$ cat src/rtl/cbs_pkg.sv
// Package for the capture buffer and status flag block.
package cbs_pkg;

  localparam logic [7:0] REG_COUNTER = 8'h00;
  localparam logic [7:0] REG_LIMIT = 8'h04;
  localparam logic [7:0] REG_CAPTURE = 8'h08;
  localparam logic [7:0] REG_HISTORY = 8'h0C;
  localparam logic [7:0] REG_STATUS = 8'h10;
  localparam logic [7:0] REG_CONTROL = 8'h14;
  localparam logic [7:0] REG_IRQ_MASK = 8'h18;

  localparam int BIT_WRAP = 7;
  localparam int BIT_TOO_LONG = 6;
  localparam int BIT_MATCH = 5;
  localparam int BIT_EDGE_SEL = 4;
  localparam int BIT_CAPTURE = 3;

  localparam int CTL_MODE = 0;
  localparam int CTL_CAP_EDGE = 1;
  localparam int CTL_RUN = 2;
  localparam int CTL_CLK_LSB = 4;

  localparam logic [2:0] CLK_EXTERNAL = 3'h7;
  localparam logic [15:0] COUNT_RESET = 16'h0000;
  localparam logic [15:0] COUNT_MAX = 16'hFFFF;
  localparam logic [15:0] LIMIT_RESET = 16'hFFFF;
  localparam logic [15:0] HISTORY_RESET = 16'h0000;
  localparam logic [7:0] STATUS_RESET = 8'h00;
  localparam logic [7:0] FLAG_MASK = 8'hE8;
  localparam logic [7:0] CONTROL_RESET = 8'h00;
  localparam logic [31:0] ERR_DATA = 32'hDEAD_BEEF;

  typedef struct packed {
    logic [7:0] addr;
    logic write;
    logic [31:0] wdata;
  } cbs_req_s;

  typedef struct packed {
    logic [31:0] rdata;
    logic err;
  } cbs_rsp_s;

  typedef enum logic [1:0] {
    CBS_WAIT_FIRST,
    CBS_MEASURE
  } cbs_meas_e;

endpackage : cbs_pkg

$ cat src/rtl/cbs_top.sv
// Capture buffer, status flags and period timer channel behind an APB slave.
//
// The address map and the APB slave port are this design's own decisions.
`timescale 1ns/1ps
module cbs_top
  import cbs_pkg::*;
(
  input wire logic pclk,
  input wire logic presetn,
  input wire logic psel,
  input wire logic penable,
  input wire logic pwrite,
  input wire logic [7:0] paddr,
  input wire logic [31:0] pwdata,
  input wire logic [3:0] pstrb,
  output logic [31:0] prdata,
  output logic pready,
  output logic pslverr,
  input wire logic event_input_pin,
  input wire logic ext_count_clock,
  input wire logic [6:0] prescale_tick,
  output logic irq
);

  ////////////////////////////////////////////////////////////////////////////
  // Bus decode.

  cbs_req_s req;
  logic access;
  logic wr_en;
  logic rd_en;
  logic full_word;
  logic wr_full;

  assign req = '{addr: paddr, write: pwrite, wdata: pwdata};
  assign access = psel && penable && pready;
  assign wr_en = access && req.write;
  assign rd_en = access && !req.write;
  // Narrow writes are refused so 16-bit registers are never half updated.
  assign full_word = (pstrb == 4'hF);
  assign wr_full = wr_en && full_word;

  function automatic logic hit(input logic [7:0] a, input logic [7:0] off);
    hit = (a == off);
  endfunction : hit

  // A full-word write that lands on the given register.
  function automatic logic wr_hit(input logic we, input logic [7:0] a, input logic [7:0] off);
    wr_hit = we && hit(a, off);
  endfunction : wr_hit

  ////////////////////////////////////////////////////////////////////////////
  // Registers and edge detection.

  logic [15:0] free_running_counter;
  logic [15:0] upper_limit_compare;
  logic [15:0] capture_value_register;
  logic [15:0] capture_history_buffer;
  logic [7:0] channel_event_status;
  logic [7:0] channel_control;
  logic [7:0] irq_mask;
  logic [7:0] read_armed;
  cbs_meas_e meas_state;
  logic evt_q;
  logic ext_q;
  logic measure_mode_select;
  logic [2:0] clock_source_select;
  logic ext_clock_edge_select;
  logic count_tick;
  logic capture_evt;
  logic wrap_evt;
  logic match_evt;
  logic too_long_evt;
  logic first_edge;
  logic counter_written;
  logic limit_written;

  assign measure_mode_select = channel_control[CTL_MODE];
  assign clock_source_select = channel_control[CTL_CLK_LSB +: 3];
  assign ext_clock_edge_select = channel_event_status[BIT_EDGE_SEL];

  // Both detectors reset low. A pin that idles high then shows one false rising
  // edge on the first clock, which is harmless because the run bit is still clear.
  always_ff @(posedge pclk or negedge presetn)
  begin
    if (!presetn)
      evt_q <= 1'b0;
    else
      evt_q <= event_input_pin;
  end

  always_ff @(posedge pclk or negedge presetn)
  begin
    if (!presetn)
      ext_q <= 1'b0;
    else
      ext_q <= ext_count_clock;
  end

  ////////////////////////////////////////////////////////////////////////////
  // Edge detection and event sources.

  function automatic logic edge_seen(input logic cur, input logic prev, input logic rise);
    edge_seen = rise ? (cur && !prev) : (!cur && prev);
  endfunction : edge_seen

  // Internal ticks arrive as one-cycle pulses from the shared prescaler; index
  // seven is the external clock, whose edge is found here.
  always_comb
  begin
    if (clock_source_select == CLK_EXTERNAL)
      count_tick = edge_seen(ext_count_clock, ext_q, ext_clock_edge_select);
    else
      count_tick = prescale_tick[clock_source_select];
  end

  logic pin_edge;
  assign pin_edge = edge_seen(event_input_pin, evt_q, channel_control[CTL_CAP_EDGE]);
  // The first edge of a period only clears the counter; the second one captures.
  assign first_edge = pin_edge && measure_mode_select && meas_state == CBS_WAIT_FIRST;
  assign capture_evt = pin_edge && channel_control[CTL_RUN] && !first_edge;
  assign counter_written = wr_hit(wr_full, req.addr, REG_COUNTER) && !measure_mode_select;
  // A narrow write is ignored whole; half a limit would match at random.
  assign limit_written = wr_hit(wr_full, req.addr, REG_LIMIT);
  // The wrap is taken on the tick that moves all ones to zero, never on a
  // software write of zero.
  assign wrap_evt = channel_control[CTL_RUN] && count_tick && !first_edge
                    && free_running_counter == COUNT_MAX;
  // Compare is skipped in the cycle the limit is written, so a half-updated value never matches.
  assign match_evt = !measure_mode_select && channel_control[CTL_RUN] && !limit_written
                     && free_running_counter == upper_limit_compare;
  // The comparison uses the counter word that is being captured in this very
  // edge, which is the new capture value.
  assign too_long_evt = measure_mode_select && capture_evt
                        && free_running_counter > upper_limit_compare;

  ////////////////////////////////////////////////////////////////////////////
  // Counter and measurement sequence.

  // The sequence restarts whenever the mode or the run bit drops, so a stale
  // first edge never turns a new period into a capture.
  always_ff @(posedge pclk or negedge presetn)
  begin
    if (!presetn)
      meas_state <= CBS_WAIT_FIRST;
    else if (!measure_mode_select || !channel_control[CTL_RUN])
      meas_state <= CBS_WAIT_FIRST;
    else
    begin
      case (meas_state)
        CBS_WAIT_FIRST: if (pin_edge) meas_state <= CBS_MEASURE;
        CBS_MEASURE: meas_state <= CBS_MEASURE;
        default: meas_state <= CBS_WAIT_FIRST;
      endcase
    end
  end

  // Timer mode with the run bit clear holds the counter at zero; in measurement
  // mode software cannot write it, so a running period is never disturbed.
  always_ff @(posedge pclk or negedge presetn)
  begin
    if (!presetn)
      free_running_counter <= COUNT_RESET;
    else if (counter_written)
      free_running_counter <= req.wdata[15:0];
    else if (!channel_control[CTL_RUN] && !measure_mode_select)
      free_running_counter <= COUNT_RESET;
    else if (first_edge)
      free_running_counter <= COUNT_RESET;
    else if (channel_control[CTL_RUN] && count_tick)
      free_running_counter <= free_running_counter + 16'h0001;
  end

  always_ff @(posedge pclk or negedge presetn)
  begin
    if (!presetn)
      capture_value_register <= COUNT_RESET;
    else if (capture_evt)
      capture_value_register <= free_running_counter;
  end

  // The buffer takes the old capture word at the same edge, so software can
  // read two consecutive periods without racing the next capture.
  always_ff @(posedge pclk or negedge presetn)
  begin
    if (!presetn)
      capture_history_buffer <= HISTORY_RESET;
    else if (capture_evt)
      capture_history_buffer <= capture_value_register;
  end

  always_ff @(posedge pclk or negedge presetn)
  begin
    if (!presetn)
      upper_limit_compare <= LIMIT_RESET;
    else if (limit_written)
      upper_limit_compare <= req.wdata[15:0];
  end

  always_ff @(posedge pclk or negedge presetn)
  begin
    if (!presetn)
      channel_control <= CONTROL_RESET;
    else if (wr_hit(wr_full, req.addr, REG_CONTROL))
      channel_control <= req.wdata[7:0];
  end

  always_ff @(posedge pclk or negedge presetn)
  begin
    if (!presetn)
      irq_mask <= STATUS_RESET;
    else if (wr_hit(wr_full, req.addr, REG_IRQ_MASK))
      irq_mask <= req.wdata[7:0] & FLAG_MASK;
  end

  ////////////////////////////////////////////////////////////////////////////
  // Status flags: read-as-one then write-zero clears; a new event wins.

  logic [7:0] events;
  logic [7:0] clear_req;
  logic status_wr;

  assign events = {wrap_evt, too_long_evt, match_evt, 1'b0, capture_evt, 3'b000};
  assign status_wr = wr_hit(wr_full, req.addr, REG_STATUS);
  assign clear_req = status_wr ? (read_armed & ~req.wdata[7:0] & FLAG_MASK) : 8'h00;

  // The arm latch records the flags standing in the answer cycle, one cycle after the read data are taken. Any status
  // write disarms them all, so each clear needs a fresh read.
  always_ff @(posedge pclk or negedge presetn)
  begin
    if (!presetn)
      read_armed <= STATUS_RESET;
    else if (rd_en && hit(req.addr, REG_STATUS))
      read_armed <= channel_event_status & FLAG_MASK;
    else if (status_wr)
      read_armed <= STATUS_RESET;
  end

  // Set wins over clear: an event in the clearing cycle leaves its flag standing,
  // but a flag set during the wait state of a status read is armed unread, so a zero write then clears it.
  // The edge select is a setting, not an event: it keeps its value between
  // status writes while the event bits obey the read-then-clear sequence.
  always_ff @(posedge pclk or negedge presetn)
  begin
    if (!presetn)
      channel_event_status <= STATUS_RESET;
    else
    begin
      channel_event_status <= ((channel_event_status & ~clear_req) | events) & FLAG_MASK;
      if (status_wr)
        channel_event_status[BIT_EDGE_SEL] <= req.wdata[BIT_EDGE_SEL];
      else
        channel_event_status[BIT_EDGE_SEL] <= channel_event_status[BIT_EDGE_SEL];
    end
  end

  // Registered so the pin is glitch free; it follows the flags one cycle late.
  always_ff @(posedge pclk or negedge presetn)
  begin
    if (!presetn)
      irq <= 1'b0;
    else
      irq <= |(channel_event_status & irq_mask);
  end

  ////////////////////////////////////////////////////////////////////////////
  // APB answer: one wait state, so read data are registered.
  //
  // Register map, one aligned word each:
  //   0x00 counter, 0x04 limit/compare, 0x08 capture, 0x0C history,
  //   0x10 status, 0x14 control, 0x18 interrupt mask.
  // Sixteen-bit registers sit in bits 15:0 and eight-bit ones in bits 7:0;
  // the upper bits always read as zero.
  // Any other offset answers with an error, and a read also with a fixed marker word, so a
  // stray pointer in software is easy to spot on a trace.

  cbs_rsp_s next_rsp;

  always_comb
  begin
    next_rsp = '{rdata: 32'h0000_0000, err: 1'b0};
    case (req.addr)
      REG_COUNTER: next_rsp.rdata = {16'h0000, free_running_counter};
      REG_LIMIT: next_rsp.rdata = {16'h0000, upper_limit_compare};
      REG_CAPTURE: next_rsp.rdata = {16'h0000, capture_value_register};
      REG_HISTORY: next_rsp.rdata = {16'h0000, capture_history_buffer};
      REG_STATUS: next_rsp.rdata = {24'h00_0000, channel_event_status};
      REG_CONTROL: next_rsp.rdata = {24'h00_0000, channel_control};
      REG_IRQ_MASK: next_rsp.rdata = {24'h00_0000, irq_mask};
      default: next_rsp = '{rdata: ERR_DATA, err: 1'b1};
    endcase
    if (req.write && !full_word)
      next_rsp.err = 1'b1;
  end

  // The answer comes one cycle into the access phase and lasts one cycle.
  always_ff @(posedge pclk or negedge presetn)
  begin
    if (!presetn)
      pready <= 1'b0;
    else
      pready <= psel && penable && !pready;
  end

  // Read data are driven only with pready, so a stale word never lingers on the bus.
  always_ff @(posedge pclk or negedge presetn)
  begin
    if (!presetn)
      prdata <= 32'h0000_0000;
    else if (psel && penable && !pready && !req.write)
      prdata <= next_rsp.rdata;
    else
      prdata <= 32'h0000_0000;
  end

  // Errors flag unmapped offsets and narrow writes; both leave every register
  // untouched.
  always_ff @(posedge pclk or negedge presetn)
  begin
    if (!presetn)
      pslverr <= 1'b0;
    else if (psel && penable && !pready)
      pslverr <= next_rsp.err;
    else
      pslverr <= 1'b0;
  end

endmodule : cbs_top
$ cat config.mk
export PLATFORM = sky130hd
export DESIGN_NAME = cbs_top
export DESIGN_NICKNAME = d
export VERILOG_FILES = /design/src/rtl/cbs_pkg.sv /design/src/rtl/cbs_top.sv
export SDC_FILE = /design/constraint.sdc
export NUM_CORES = 1
export LEC_CHECK = 0
export ABC_AREA = 1
export ABC_CLOCK_PERIOD_IN_PS = 1400
export BUFFER_PORTS_ARGS = -buffer_cell sky130_fd_sc_hd__buf_2
export CAP_MARGIN = 20
export CORE_MARGIN = 2
export CORE_UTILIZATION = 30
export CTS_CLUSTER_SIZE = 30
export DETAILED_ROUTE_END_ITERATION = 7
export HOLD_SLACK_MARGIN = 0.12
export SLEW_MARGIN = 10
export SYNTH_ARGS = -nofsm -noshare
export SYNTH_HDL_FRONTEND = slang
export SYNTH_SLANG_ARGS = --single-unit
$ cat constraint.sdc
create_clock -name pclk -period 1.4 [get_ports pclk]
set_input_delay 0.07 -clock pclk [delete_from_list [all_inputs] [get_ports pclk]]
set_output_delay 0.07 -clock pclk [all_outputs]
set_load 0.02 [all_outputs]
# Yosys cells after proc, flatten, opt, wreduce, memory -nomap -nowiden

Cells that the tools add are included.

Register bits: 128
Input port bits: 58
Output and inout bits: 35
Logic and storage cells: 107

$add $sub $neg: 1
$lt $le $gt $ge: 2
Eq/ne operators: 12
Mux-type cells: 20
Bitwise operators: 6
Reduce and logical (&&, ||, !) cells: 50

Operators with widths:

| operator                                            | count |
|---|---|
| one-hot mux 32 bit (7 select lines)                 | 1 |
| two-way mux 16 bit                                  | 4 |
| logical AND 1 bit                                   | 32 |
| two-way mux 32 bit                                  | 1 |
| bitwise AND 8 bit                                   | 3 |
| equality test 8 x 5 -> 1 bit, second input constant | 3 |
| two-way mux 8 bit                                   | 3 |
| adder 16 x 1 -> 16 bit, second input constant       | 1 |
| equality test 16 bit                                | 1 |
| equality test 16 bit, second input constant         | 1 |
| equality test 8 x 4 -> 1 bit, second input constant | 2 |
| > comparator 16 bit                                 | 1 |
| inverter 8 bit                                      | 2 |
| zero test 1 bit                                     | 11 |
| equality test 8 x 3 -> 1 bit, second input constant | 1 |
| zero test 8 bit                                     | 1 |
| OR 8 bit                                            | 1 |
| OR reduction 8 bit                                  | 1 |
| two-way mux 1 bit                                   | 7 |
| OR reduction 7 bit                                  | 1 |
| equality test 4 bit, second input constant          | 1 |
| < comparator 3 x 4 -> 1 bit, second input constant  | 1 |
| two-way mux 2 bit                                   | 2 |
| one-hot mux 2 bit (2 select lines)                  | 1 |
| 8 further kinds                                     | 8 |

# Logic depth before layout (Yosys ltp)

Gate-level depths: netlist of the first run.

Depth after elaboration: 10
Mapped depth: 11
Mapped depth without buffers: 11

# Worst setup path after synthesis of the first run

No wires, ideal clock.

Path kind: register to register
Start point: register pready
End point: register free_running_counter[13]
Setup time: 0.117 ns
Arrival: 1.462 ns
Data required time: 1.283 ns
Slack: -0.178 ns
Stages on the path, launching flop included: 10
Buffers on the path: 1
Period minus slack after synthesis: 1.578 ns
Path through: dfrtp_1 -> nand3_1 -> nand3b_1 -> nor2_8 -> nor2_8 -> buf_8 -> nand2_1 -> nand2_1 -> nand2_1 -> nand2_1

Cells in the longest elaborated chain, start to end: 6
Elaborated cells between the ends (all ways): 7
Those cells by class: mux (1); reduce/logical (6)

RTL lines:

| item                                                                             | RTL line       | RTL |
|---|---|---|
| from (decl)                                                                      | cbs_top.sv:17  | `output logic pready,` |
| from (signal assigned)                                                           | cbs_top.sv:302 | `pready <= psel && penable && !pready;` |
| logical AND 1 bit (*)                                                            | cbs_top.sv:36  | `assign access = psel && penable && pready;` |
| logical AND 1 bit (*)                                                            | cbs_top.sv:37  | `assign wr_en = access && req.write;` |
| logical AND 1 bit (*)                                                            | cbs_top.sv:41  | `assign wr_full = wr_en && full_word;` |
| logical AND 1 bit (*)                                                            | cbs_top.sv:49  | `wr_hit = we && hit(a, off);` |
| logical AND 1 bit (*)                                                            | cbs_top.sv:122 | `assign counter_written = wr_hit(wr_full, req.addr, REG_COUNTER) && !measure_mode_select;` |
| nonzero test 4 bit (no source line) / two-way mux 16 bit (equally long branches) | --             |  |
| to (signal assigned)                                                             | cbs_top.sv:165 | `free_running_counter <= req.wdata[15:0];` |
| to (signal assigned)                                                             | cbs_top.sv:171 | `free_running_counter <= free_running_counter + 16'h0001;` |
| to (decl)                                                                        | cbs_top.sv:55  | `logic [15:0] free_running_counter;` |

Mark *: on every way between the ends. The rest lies on a longest branch, timed or not.
A chain may end at the register's enable or synchronous reset.

# Final worst setup path of the first run

Start point: register upper_limit_compare[1]
End point: register channel_event_status[6]

Cells in the longest elaborated chain, start to end: 3

RTL lines:

| item                            | RTL line       | RTL |
|---|---|---|
| from (decl)                     | cbs_top.sv:56  | `logic [15:0] upper_limit_compare;` |
| from (signal assigned)          | cbs_top.sv:197 | `upper_limit_compare <= req.wdata[15:0];` |
| > comparator 16 bit             | cbs_top.sv:135 | `&& free_running_counter > upper_limit_compare;` |
| logical AND 1 bit               | cbs_top.sv:135 |  |
| OR 8 bit                        | cbs_top.sv:249 | `channel_event_status <= ((channel_event_status & ~clear_req) \| events) & FLAG_MASK;` |
| to (signal assigned)            | cbs_top.sv:249 |  |
| to (signal, indexed assignment) | cbs_top.sv:251 | `channel_event_status[BIT_EDGE_SEL] <= req.wdata[BIT_EDGE_SEL];` |
| to (signal, indexed assignment) | cbs_top.sv:253 | `channel_event_status[BIT_EDGE_SEL] <= channel_event_status[BIT_EDGE_SEL];` |
| to (decl)                       | cbs_top.sv:59  | `logic [7:0] channel_event_status;` |

Every way passes these cells.

==> Implementation_results.wiki, run 1 <==
{| class="wikitable"
! Metric !! Value
|-
| Proportion of register bits with asynchronous set or reset after synthesis || 100.0%
|-
| Synth Flop Type || sky130_fd_sc_hd__dfrtp_1
|-
| Overall die height || 145.7 µm
|-
| Register area share after synthesis || 45.19%
|-
| Total number of vias || 6001
|-
| Area growth from synthesis to layout || 48.37%
|-
| Maximum single-stage delay on the critical path || 540 ps
|-
| Final Cell Area || 0.008939 mm²
|-
| Library cell with the highest instance count after synthesis || sky130_fd_sc_hd__nand2_1
|-
| GR met2 Demand/Resource || 26.70%
|-
| Busiest grt layer || met2
|-
| Via count of the first global-routing pass || 5543
|-
| Number of top-level pins || 93
|-
| Beginning of the critical path || upper_limit_compare[1]$_DFFE_PN1P_
|-
| Number of instances in the synthesized netlist || 779
|-
| Fraction of the mapped netlist area in simple logic gates || 26.77%
|-
| Worst IR Drop VDD || 0.5550 mV
|-
| Number of synthesized flops with an enable pin || 0
|-
| Crit path max-delay family || flip-flops
|-
| Number of library cell types mapped by synthesis || 35
|-
| Outcome || finished with violations
|-
| Share of synthesized cell area in full adder, half adder and majority cells || 3.531%
|-
| Setup TNS || -5374 ps
|-
| Max Fclk || 624.2 MHz
|-
| WL final || 20110 µm
|-
| Total die area || 0.02123 mm²
|-
| DRC violation count after routing || 0
|-
| TritonCTS clock tree || done
|-
| Proportion of synthesized area in mux cells || 0%
|-
| Arrival time of data at the critical path endpoint || 1900 ps
|-
| Die Span X || 145.7 µm
|-
| Total leakage power || 4.183 nW
|-
| Synthesis-stage register bit count || 108
|-
| Crit-path cells || inv_2, ha_4, inv_2, nor2_1, nor2_1, o21ai_1, a21oi_2, o21ai_1, nand2_1, nand2_1
|-
| Pins over their slew limit || 0
|-
| Crit path capture type || flip-flop
|-
| Mapped Avg Cell Area || 7.734 µm²
|-
| Synthesis Warnings || 0
|-
| # setup viols final || 52
|-
| Library cell with the largest summed area after synthesis || sky130_fd_sc_hd__dfrtp_1
|-
| Last element of the critical path || channel_event_status[6]$_DFF_PN0_
|-
| 1st-pass router iterations || 5
|-
| Worst-path fanout max || 2
|-
| Data required, critical path || 1700 ps
|-
| Part of the cycle the worst path needs || 114.4%
|-
| RePlAce Congestion || 0.8829
|-
| Leading post-synthesis cells by instance count || 211 x sky130_fd_sc_hd__nand2_1, 104 x sky130_fd_sc_hd__inv_1, 96 x sky130_fd_sc_hd__o21ai_0
|-
| Kind of start point of the critical path || flip-flop
|-
| Standard cell with the maximum stage delay on the critical path || sky130_fd_sc_hd__dfstp_2
|-
| Total placed instance area || 0.007356 mm²
|-
| Number of CTS-inserted buffers || 9
|-
| Maximum buffer depth of the clock tree || 2
|-
| Skew-Pair Late Insertion Delay || 360 ps
|-
| Final Hold Violating Endpoints || 0
|-
| Post-detailed-route via-to-cell ratio || 4.797
|-
| Setup Crit Path Kind || flip-flop to flip-flop
|-
| Combinational family with the most area after synthesis || simple AND/OR/NAND/NOR gates
|-
| Reg-to-reg setup timing slack || -200 ps
|-
| Initial antenna violation count || 0
|-
| Worst path depth || 10
|-
| Post-route clock skew || 9.955 ps
|-
| Count of inserted antenna diode cells || 0
|-
| Area fraction of the dominant cell type after synthesis || 38.21%
|-
| MaxCap Viol Count || 0
|-
| Number of clock sinks || 108
|-
| Post-DRT Antenna Nets || 0
|-
| Clock transition at the registers of the reported paths || 80 ps
|-
| Routing usage on met1 || 25.34%
|-
| Xor and xnor fraction of the mapped netlist area || 0.7269%
|-
| DP HPWL || 13480 µm
|-
| WL/cell || 16.08 µm
|-
| Placed cell count || 1181
|-
| First-pass GRT wire length || 29530 µm
|-
| Violated checks || negative setup slack
|-
| Pwr dens || 702.2 mW/mm²
|-
| Site Rows || 51
|-
| Share of cells above drive strength 1 || 40.06%
|-
| Reg2Reg Capture Point || channel_event_status[6]$_DFF_PN0_
|-
| Path depth of the worst reg2reg path || 10
|-
| Total track usage || 17.49%
|-
| Met3 Use GR || 2.759%
|-
| Synth area leaders || sky130_fd_sc_hd__dfrtp_1 38%, sky130_fd_sc_hd__nand2_1 13%, sky130_fd_sc_hd__o21ai_0 8.0%
|-
| Core outline area || 0.01959 mm²
|-
| Number of port buffers || 71
|-
| Hold Crit Start || pstrb[3]
|-
| Largest net degree at the start of global routing || 44
|-
| Initial DRC Count || 541
|-
| Setup repair after global routing missed its margin || true
|-
| Filler cell count || 1861
|-
| Grt ovf || 0
|-
| H-tree Lvls || 3
|-
| Compound-cell area share of the yosys netlist || 12.86%
|-
| Count of buffering cells on the critical path with inverters included || 2
|-
| Netlist area before placement || 0.006025 mm²
|-
| Layout Cells excl Fill || 1251
|-
| Final period demand of the worst path || 1602 ps
|-
| Count of nets after finishing || 1056
|-
| Post-route worst setup slack || -202.1 ps
|-
| Initial standard-cell utilization of the core || 30.75%
|-
| Root Driver || sky130_fd_sc_hd__clkbuf_16
|-
| Start of the worst register-to-register path || upper_limit_compare[1]$_DFFE_PN1P_
|-
| Worst hold path type || input port to flip-flop
|}
==> worst min-delay path by stage <==
stage | endpoint | slack (ps) | cells past startpoint
floorplan | capture_history_buffer[0]$_DFFE_PN0P_ | -230 | 0
global placement | capture_value_register[15]$_DFFE_PN0P_ | -50 | 1
detailed placement | capture_value_register[15]$_DFFE_PN0P_ | -50 | 1
CTS | capture_value_register[15]$_DFFE_PN0P_ | 120 | 2
global route | free_running_counter[11]$_DFFE_PN0P_ | 140 | 2
finish | pslverr$_DFF_PN0_ | 110 | 4
==> worst register-to-register path: stages, from the launching register on <==
cell and delay [ps]:
sky130_fd_sc_hd__dfstp_2 540, sky130_fd_sc_hd__inv_2 40, sky130_fd_sc_hd__ha_4 250, sky130_fd_sc_hd__inv_2 30, sky130_fd_sc_hd__nor2_1 80, sky130_fd_sc_hd__nor2_1 50
sky130_fd_sc_hd__o21ai_1 190, sky130_fd_sc_hd__a21oi_2 80, sky130_fd_sc_hd__o21ai_1 140, sky130_fd_sc_hd__nand2_1 60, sky130_fd_sc_hd__nand2_1 60
==> cell families after synthesis <==
family,after synthesis
DFF,108
and+or+nand+nor,357
buffers and inverters,143
AOI/OAI and AO/OA,148
adders and majority gates,17
other,1
xor gates and xnor gates,5
==> per-stage QoR <==
stage               setup WS (ps)  utilization (%)  hold WS, ps  power [W]
floorplan                  -43.24                -       -225.6   0.003367
global placement           -173.6            37.55       -51.20   0.003577
detailed placement         -207.3            37.55       -46.47   0.003581
CTS                        -154.3            41.06        120.1   0.006287
global route               -347.6            45.63        142.3   0.006474
finish                     -202.1            45.63        111.2   0.006277
==> state kept, by name, summed over array words and instances (netlist names) <==
name                    cells
capture_history_buffer     16
capture_value_register     16
channel_control             8
channel_event_status        5
evt_q                       1
ext_q                       1
free_running_counter       16
irq                         1
irq_mask                    4
meas_state                  1
prdata                     17
pready                      1
pslverr                     1
read_armed                  4
upper_limit_compare        16
==> routing by layer <==
layer  up-vias  routed length [µm]
met5         -                   0
met3        30                1255
met1      2870                8973
li1       2897                   -
met2       204                9491
met4         0                 391
==> cells in the final DEF, fill, tap and decap left out, types with 10 or more instances in the layout <==
cell                            Yosys  routed
sky130_fd_sc_hd__nand2_1          211     169
sky130_fd_sc_hd__buf_4             22      94
sky130_fd_sc_hd__inv_1            104      87
sky130_fd_sc_hd__dfrtp_1           92      84
sky130_fd_sc_hd__buf_2              7      70
sky130_fd_sc_hd__nor2_1            63      52
sky130_fd_sc_hd__o21ai_0           96      48
sky130_fd_sc_hd__nand3_1           36      29
sky130_fd_sc_hd__o21ai_2            0      26
sky130_fd_sc_hd__nand2_2            2      25
sky130_fd_sc_hd__a21oi_1           29      24
sky130_fd_sc_hd__o21ai_1            3      24
sky130_fd_sc_hd__dlygate4sd3_1      0      23
sky130_fd_sc_hd__nand2_4            3      21
sky130_fd_sc_hd__inv_2              3      20
sky130_fd_sc_hd__dfstp_2           16      16
sky130_fd_sc_hd__o22ai_1           15      15
sky130_fd_sc_hd__buf_6              2      15
sky130_fd_sc_hd__clkbuf_16          0      14
sky130_fd_sc_hd__nand3_2           10      12
sky130_fd_sc_hd__nor2_2             6      11
sky130_fd_sc_hd__nor2_4             4      11
sky130_fd_sc_hd__ha_4               0      10
sky130_fd_sc_hd__buf_12             0      10
==> power breakdown <==
part	internal, W	total, W	switching, W
combinational	0.000179	0.000448	0.000269
clock	0.00140	0.00268	0.00128
sequential	0.00314	0.00315	0.00000934
total	0.00472	0.00628	0.00156
==> repair_timing <==
action	CTS	global route
pin swaps	7	47
endpoints found under the hold margin	148	0
buffers inserted	1	19
resized for setup	36	186
setup endpoints to repair	37	87
gates cloned	2	10
hold buffers	23	0
==> layout make-up <==
class	instances	area [µm²]	area share, %
flip-flops and latches	108	2733	30.57
multi-input cells	535	3334	37.30
repair buffers	220	1838	20.56
clock buffers	9	225.2	2.520
clock inverters	7	75.07	0.8399
well taps	265	331.6	3.709
inverters	107	401.6	4.493
(Power assumes the default switching activity.)
==> run 2: changes to the inputs <==
--- a/config.mk
+++ b/config.mk
@@ -11,6 +11,7 @@
 export CAP_MARGIN = 20
 export CORE_MARGIN = 2
 export CORE_UTILIZATION = 30
+export CTS_BUF_LIST = sky130_fd_sc_hd__clkbuf_8
 export CTS_CLUSTER_SIZE = 30
 export DETAILED_ROUTE_END_ITERATION = 7
 export HOLD_SLACK_MARGIN = 0.12
==> run 2 against run 1 <==
  * The flow still finishes with violations (negative setup slack)
  * Sequential power hardly changed
  * Worst setup slack worse by 22 ps
  * Power is 9.9% lower
  * Routed wire length is 0.59% lower
  * Global-route usage is 0.54 points higher
  * Largest power group unchanged
  * Highest routed layer unchanged
  * Non-clock buffer count is 5 higher
  * Register-to-register slack worse by 20 ps
  * Die area stayed put
  * Clock power is 24% lower
==> Implementation_results.wiki, run 2 (same netlist as run 1, synthesis figures left out) <==
{| class="wikitable"
! Metric !! Value
|-
| Outcome || finished with violations
|-
| Violated checks || negative setup slack
|-
| Pins over their slew limit || 0
|-
| Initial standard-cell utilization of the core || 30.75%
|-
| Filler cell count || 1880
|-
| Last element of the critical path || capture_value_register[0]$_DFFE_PN0P_
|-
| Arrival time of data at the critical path endpoint || 1950 ps
|-
| Overall die height || 145.7 µm
|-
| WL final || 19990 µm
|-
| Total track usage || 18.03%
|-
| Part of the cycle the worst path needs || 116.0%
|-
| TritonCTS clock tree || done
|-
| DRC violation count after routing || 0
|-
| Data required, critical path || 1730 ps
|-
| Number of port buffers || 71
|-
| Path depth of the worst reg2reg path || 7
|-
| Grt ovf || 0
|-
| Kind of start point of the critical path || flip-flop
|-
| # setup viols final || 62
|-
| Post-detailed-route via-to-cell ratio || 4.759
|-
| Placed cell count || 1181
|-
| Root Driver || sky130_fd_sc_hd__clkbuf_8
|-
| Worst-path fanout max || 8
|-
| Share of cells above drive strength 1 || 42.73%
|-
| Final Hold Violating Endpoints || 0
|-
| Start of the worst register-to-register path || channel_control[1]$_DFFE_PN0P_
|-
| Initial DRC Count || 419
|-
| MaxCap Viol Count || 0
|-
| Most frequent cells in the layout || 151 x sky130_fd_sc_hd__nand2_1, 96 x sky130_fd_sc_hd__buf_4, 87 x sky130_fd_sc_hd__inv_1
|-
| Number of CTS-inserted buffers || 9
|-
| Max Fclk || 615.7 MHz
|-
| Via count of the first global-routing pass || 5586
|-
| Layout Cells excl Fill || 1255
|-
| Post-Route Hold Slack || 137.6 ps
|-
| Crit path capture type || flip-flop
|-
| Site Rows || 51
|-
| Total die area || 0.02123 mm²
|-
| Most common cell after layout, fill and taps aside || sky130_fd_sc_hd__nand2_1
|-
| Post-route worst setup slack || -224.2 ps
|-
| Worst IR Drop VDD || 0.4077 mV
|-
| Initial antenna violation count || 0
|-
| Count of nets after finishing || 1060
|-
| Number of top-level pins || 93
|-
| First-pass GRT wire length || 30260 µm
|-
| Post-DRT Antenna Nets || 0
|-
| Largest net degree at the start of global routing || 44
|-
| Pwr dens || 631.4 mW/mm²
|-
| Area growth from synthesis to layout || 48.72%
|-
| Post-route clock skew || 13.53 ps
|-
| Clock transition at the registers of the reported paths || 120 ps
|-
| Register bank with the most flops || prdata
|-
| H-tree Lvls || 3
|-
| Setup repair after global routing missed its margin || true
|-
| Skew-Pair Late Insertion Delay || 400 ps
|-
| RePlAce Congestion || 0.8829
|-
| WL/cell || 15.93 µm
|-
| Number of clock sinks || 108
|-
| Worst hold path type || input port to flip-flop
|-
| Maximum buffer depth of the clock tree || 2
|-
| Die Span X || 145.7 µm
|-
| Setup Crit Path Kind || flip-flop to flip-flop
|-
| Reg-to-reg setup timing slack || -220 ps
|-
| Core outline area || 0.01959 mm²
|-
| Total number of vias || 5972
|-
| Final period demand of the worst path || 1624 ps
|-
| Number of flip-flops in the largest register || 17
|-
| Beginning of the critical path || channel_control[1]$_DFFE_PN0P_
|-
| Count of inserted antenna diode cells || 0
|-
| DP HPWL || 13480 µm
|-
| 1st-pass router iterations || 5
|-
| Reg2Reg Capture Point || capture_value_register[0]$_DFFE_PN0P_
|-
| Total leakage power || 4.242 nW
|}
-- run 2: cell types whose count changed in the layout (fill, tap and decap cells not counted), moves of 5 or more --
| cell | before | now |
|---|---|---|
| sky130_fd_sc_hd__nand2_1 | 169 | 151 |
| sky130_fd_sc_hd__nand2_2 | 25 | 42 |
| sky130_fd_sc_hd__o21ai_0 | 48 | 37 |
| sky130_fd_sc_hd__o21ai_1 | 24 | 35 |
| sky130_fd_sc_hd__clkbuf_16 | 14 | 4 |
| sky130_fd_sc_hd__clkbuf_8 | 0 | 9 |
| sky130_fd_sc_hd__a21oi_2 | 4 | 10 |
| sky130_fd_sc_hd__a21oi_1 | 24 | 19 |
-- run 2: worst max-delay path, stage by stage (launching register included) --
cell and delay (ps):
sky130_fd_sc_hd__dfrtp_1 410, sky130_fd_sc_hd__o21bai_1 170, sky130_fd_sc_hd__nand4_1 240, sky130_fd_sc_hd__buf_6 210, sky130_fd_sc_hd__nand3_4 170, sky130_fd_sc_hd__clkbuf_16 230, sky130_fd_sc_hd__nand2_4 40, sky130_fd_sc_hd__o21ai_1 80
-- run 2: layer usage --
| metal | vias up | wire (µm) | track usage, % |
|---|---|---|---|
| li1 | 2908 | - | - |
| met1 | 2829 | 9072 | 25.40 |
| met2 | 207 | 9205 | 28.80 |
| met3 | 28 | 1310 | 3.229 |
| met4 | 0 | 404 | 4.412 |
| met5 | - | 0 | 0 |
-- run 2: metrics by stage --
stage	setup slack (ps)	util, %	area (µm²)	power, W	TNS (ps)
after CTS	-152.0	42.07	8242	0.005671	-6101
after global routing	-346.5	45.74	8960	0.005846	-15670
after global placement	-173.6	37.55	7356	0.003577	-2568
after detailed placement	-207.3	37.55	7356	0.003581	-3010
after floorplan	-43.24	-	6078	0.003367	-988.5
final	-224.2	45.74	8960	0.005657	-9937
-- run 2: power by group --
part           switching, W  leakage, nW  internal, W
Clock               0.00122       0.0918     0.000835
Sequential       0.00000921         1.39      0.00314
Combinational      0.000272         2.76     0.000179
Total               0.00150         4.24      0.00416
-- run 2: area by class of cell --
class                      count  area [µm²]  area share, %
sequential                   108        2734          30.51
timing repair buffer         225        1904          21.25
inverter                     107       404.1          4.511
clock buffer                   9       123.9          1.382
clock inverter                 7       75.07         0.8379
tap                          265       331.6          3.701
multi-input combinational    534        3387          37.80
-- run 2: worst min-delay path by stage --
| stage | end | depth (start not counted) | from | slack (ps) |
|---|---|---|---|---|
| 2_1_floorplan | capture_history_buffer[0]$_DFFE_PN0P_ | 0 | presetn | -230 |
| 5_1_grt | meas_state[0]$_DFFE_PN0P_ | 4 | event_input_pin | 160 |
| 3_3_place_gp | capture_value_register[15]$_DFFE_PN0P_ | 1 | presetn | -50 |
| 3_5_place_dp | capture_value_register[15]$_DFFE_PN0P_ | 1 | presetn | -50 |
| 6_report | meas_state[0]$_DFFE_PN0P_ | 4 | event_input_pin | 140 |
| 4_1_cts | pslverr$_DFF_PN0_ | 6 | penable | 160 |
-- run 2: what timing repair did --
item | 4_1_cts | 5_1_grt
pin swaps | 17 | 46
endpoints found under the hold margin | 167 | 2
resized for setup | 84 | 180
hold buffers | 25 | 1
cloned | 5 | 7
buffers inserted | 8 | 15
endpoints found under the setup margin | 48 | 83
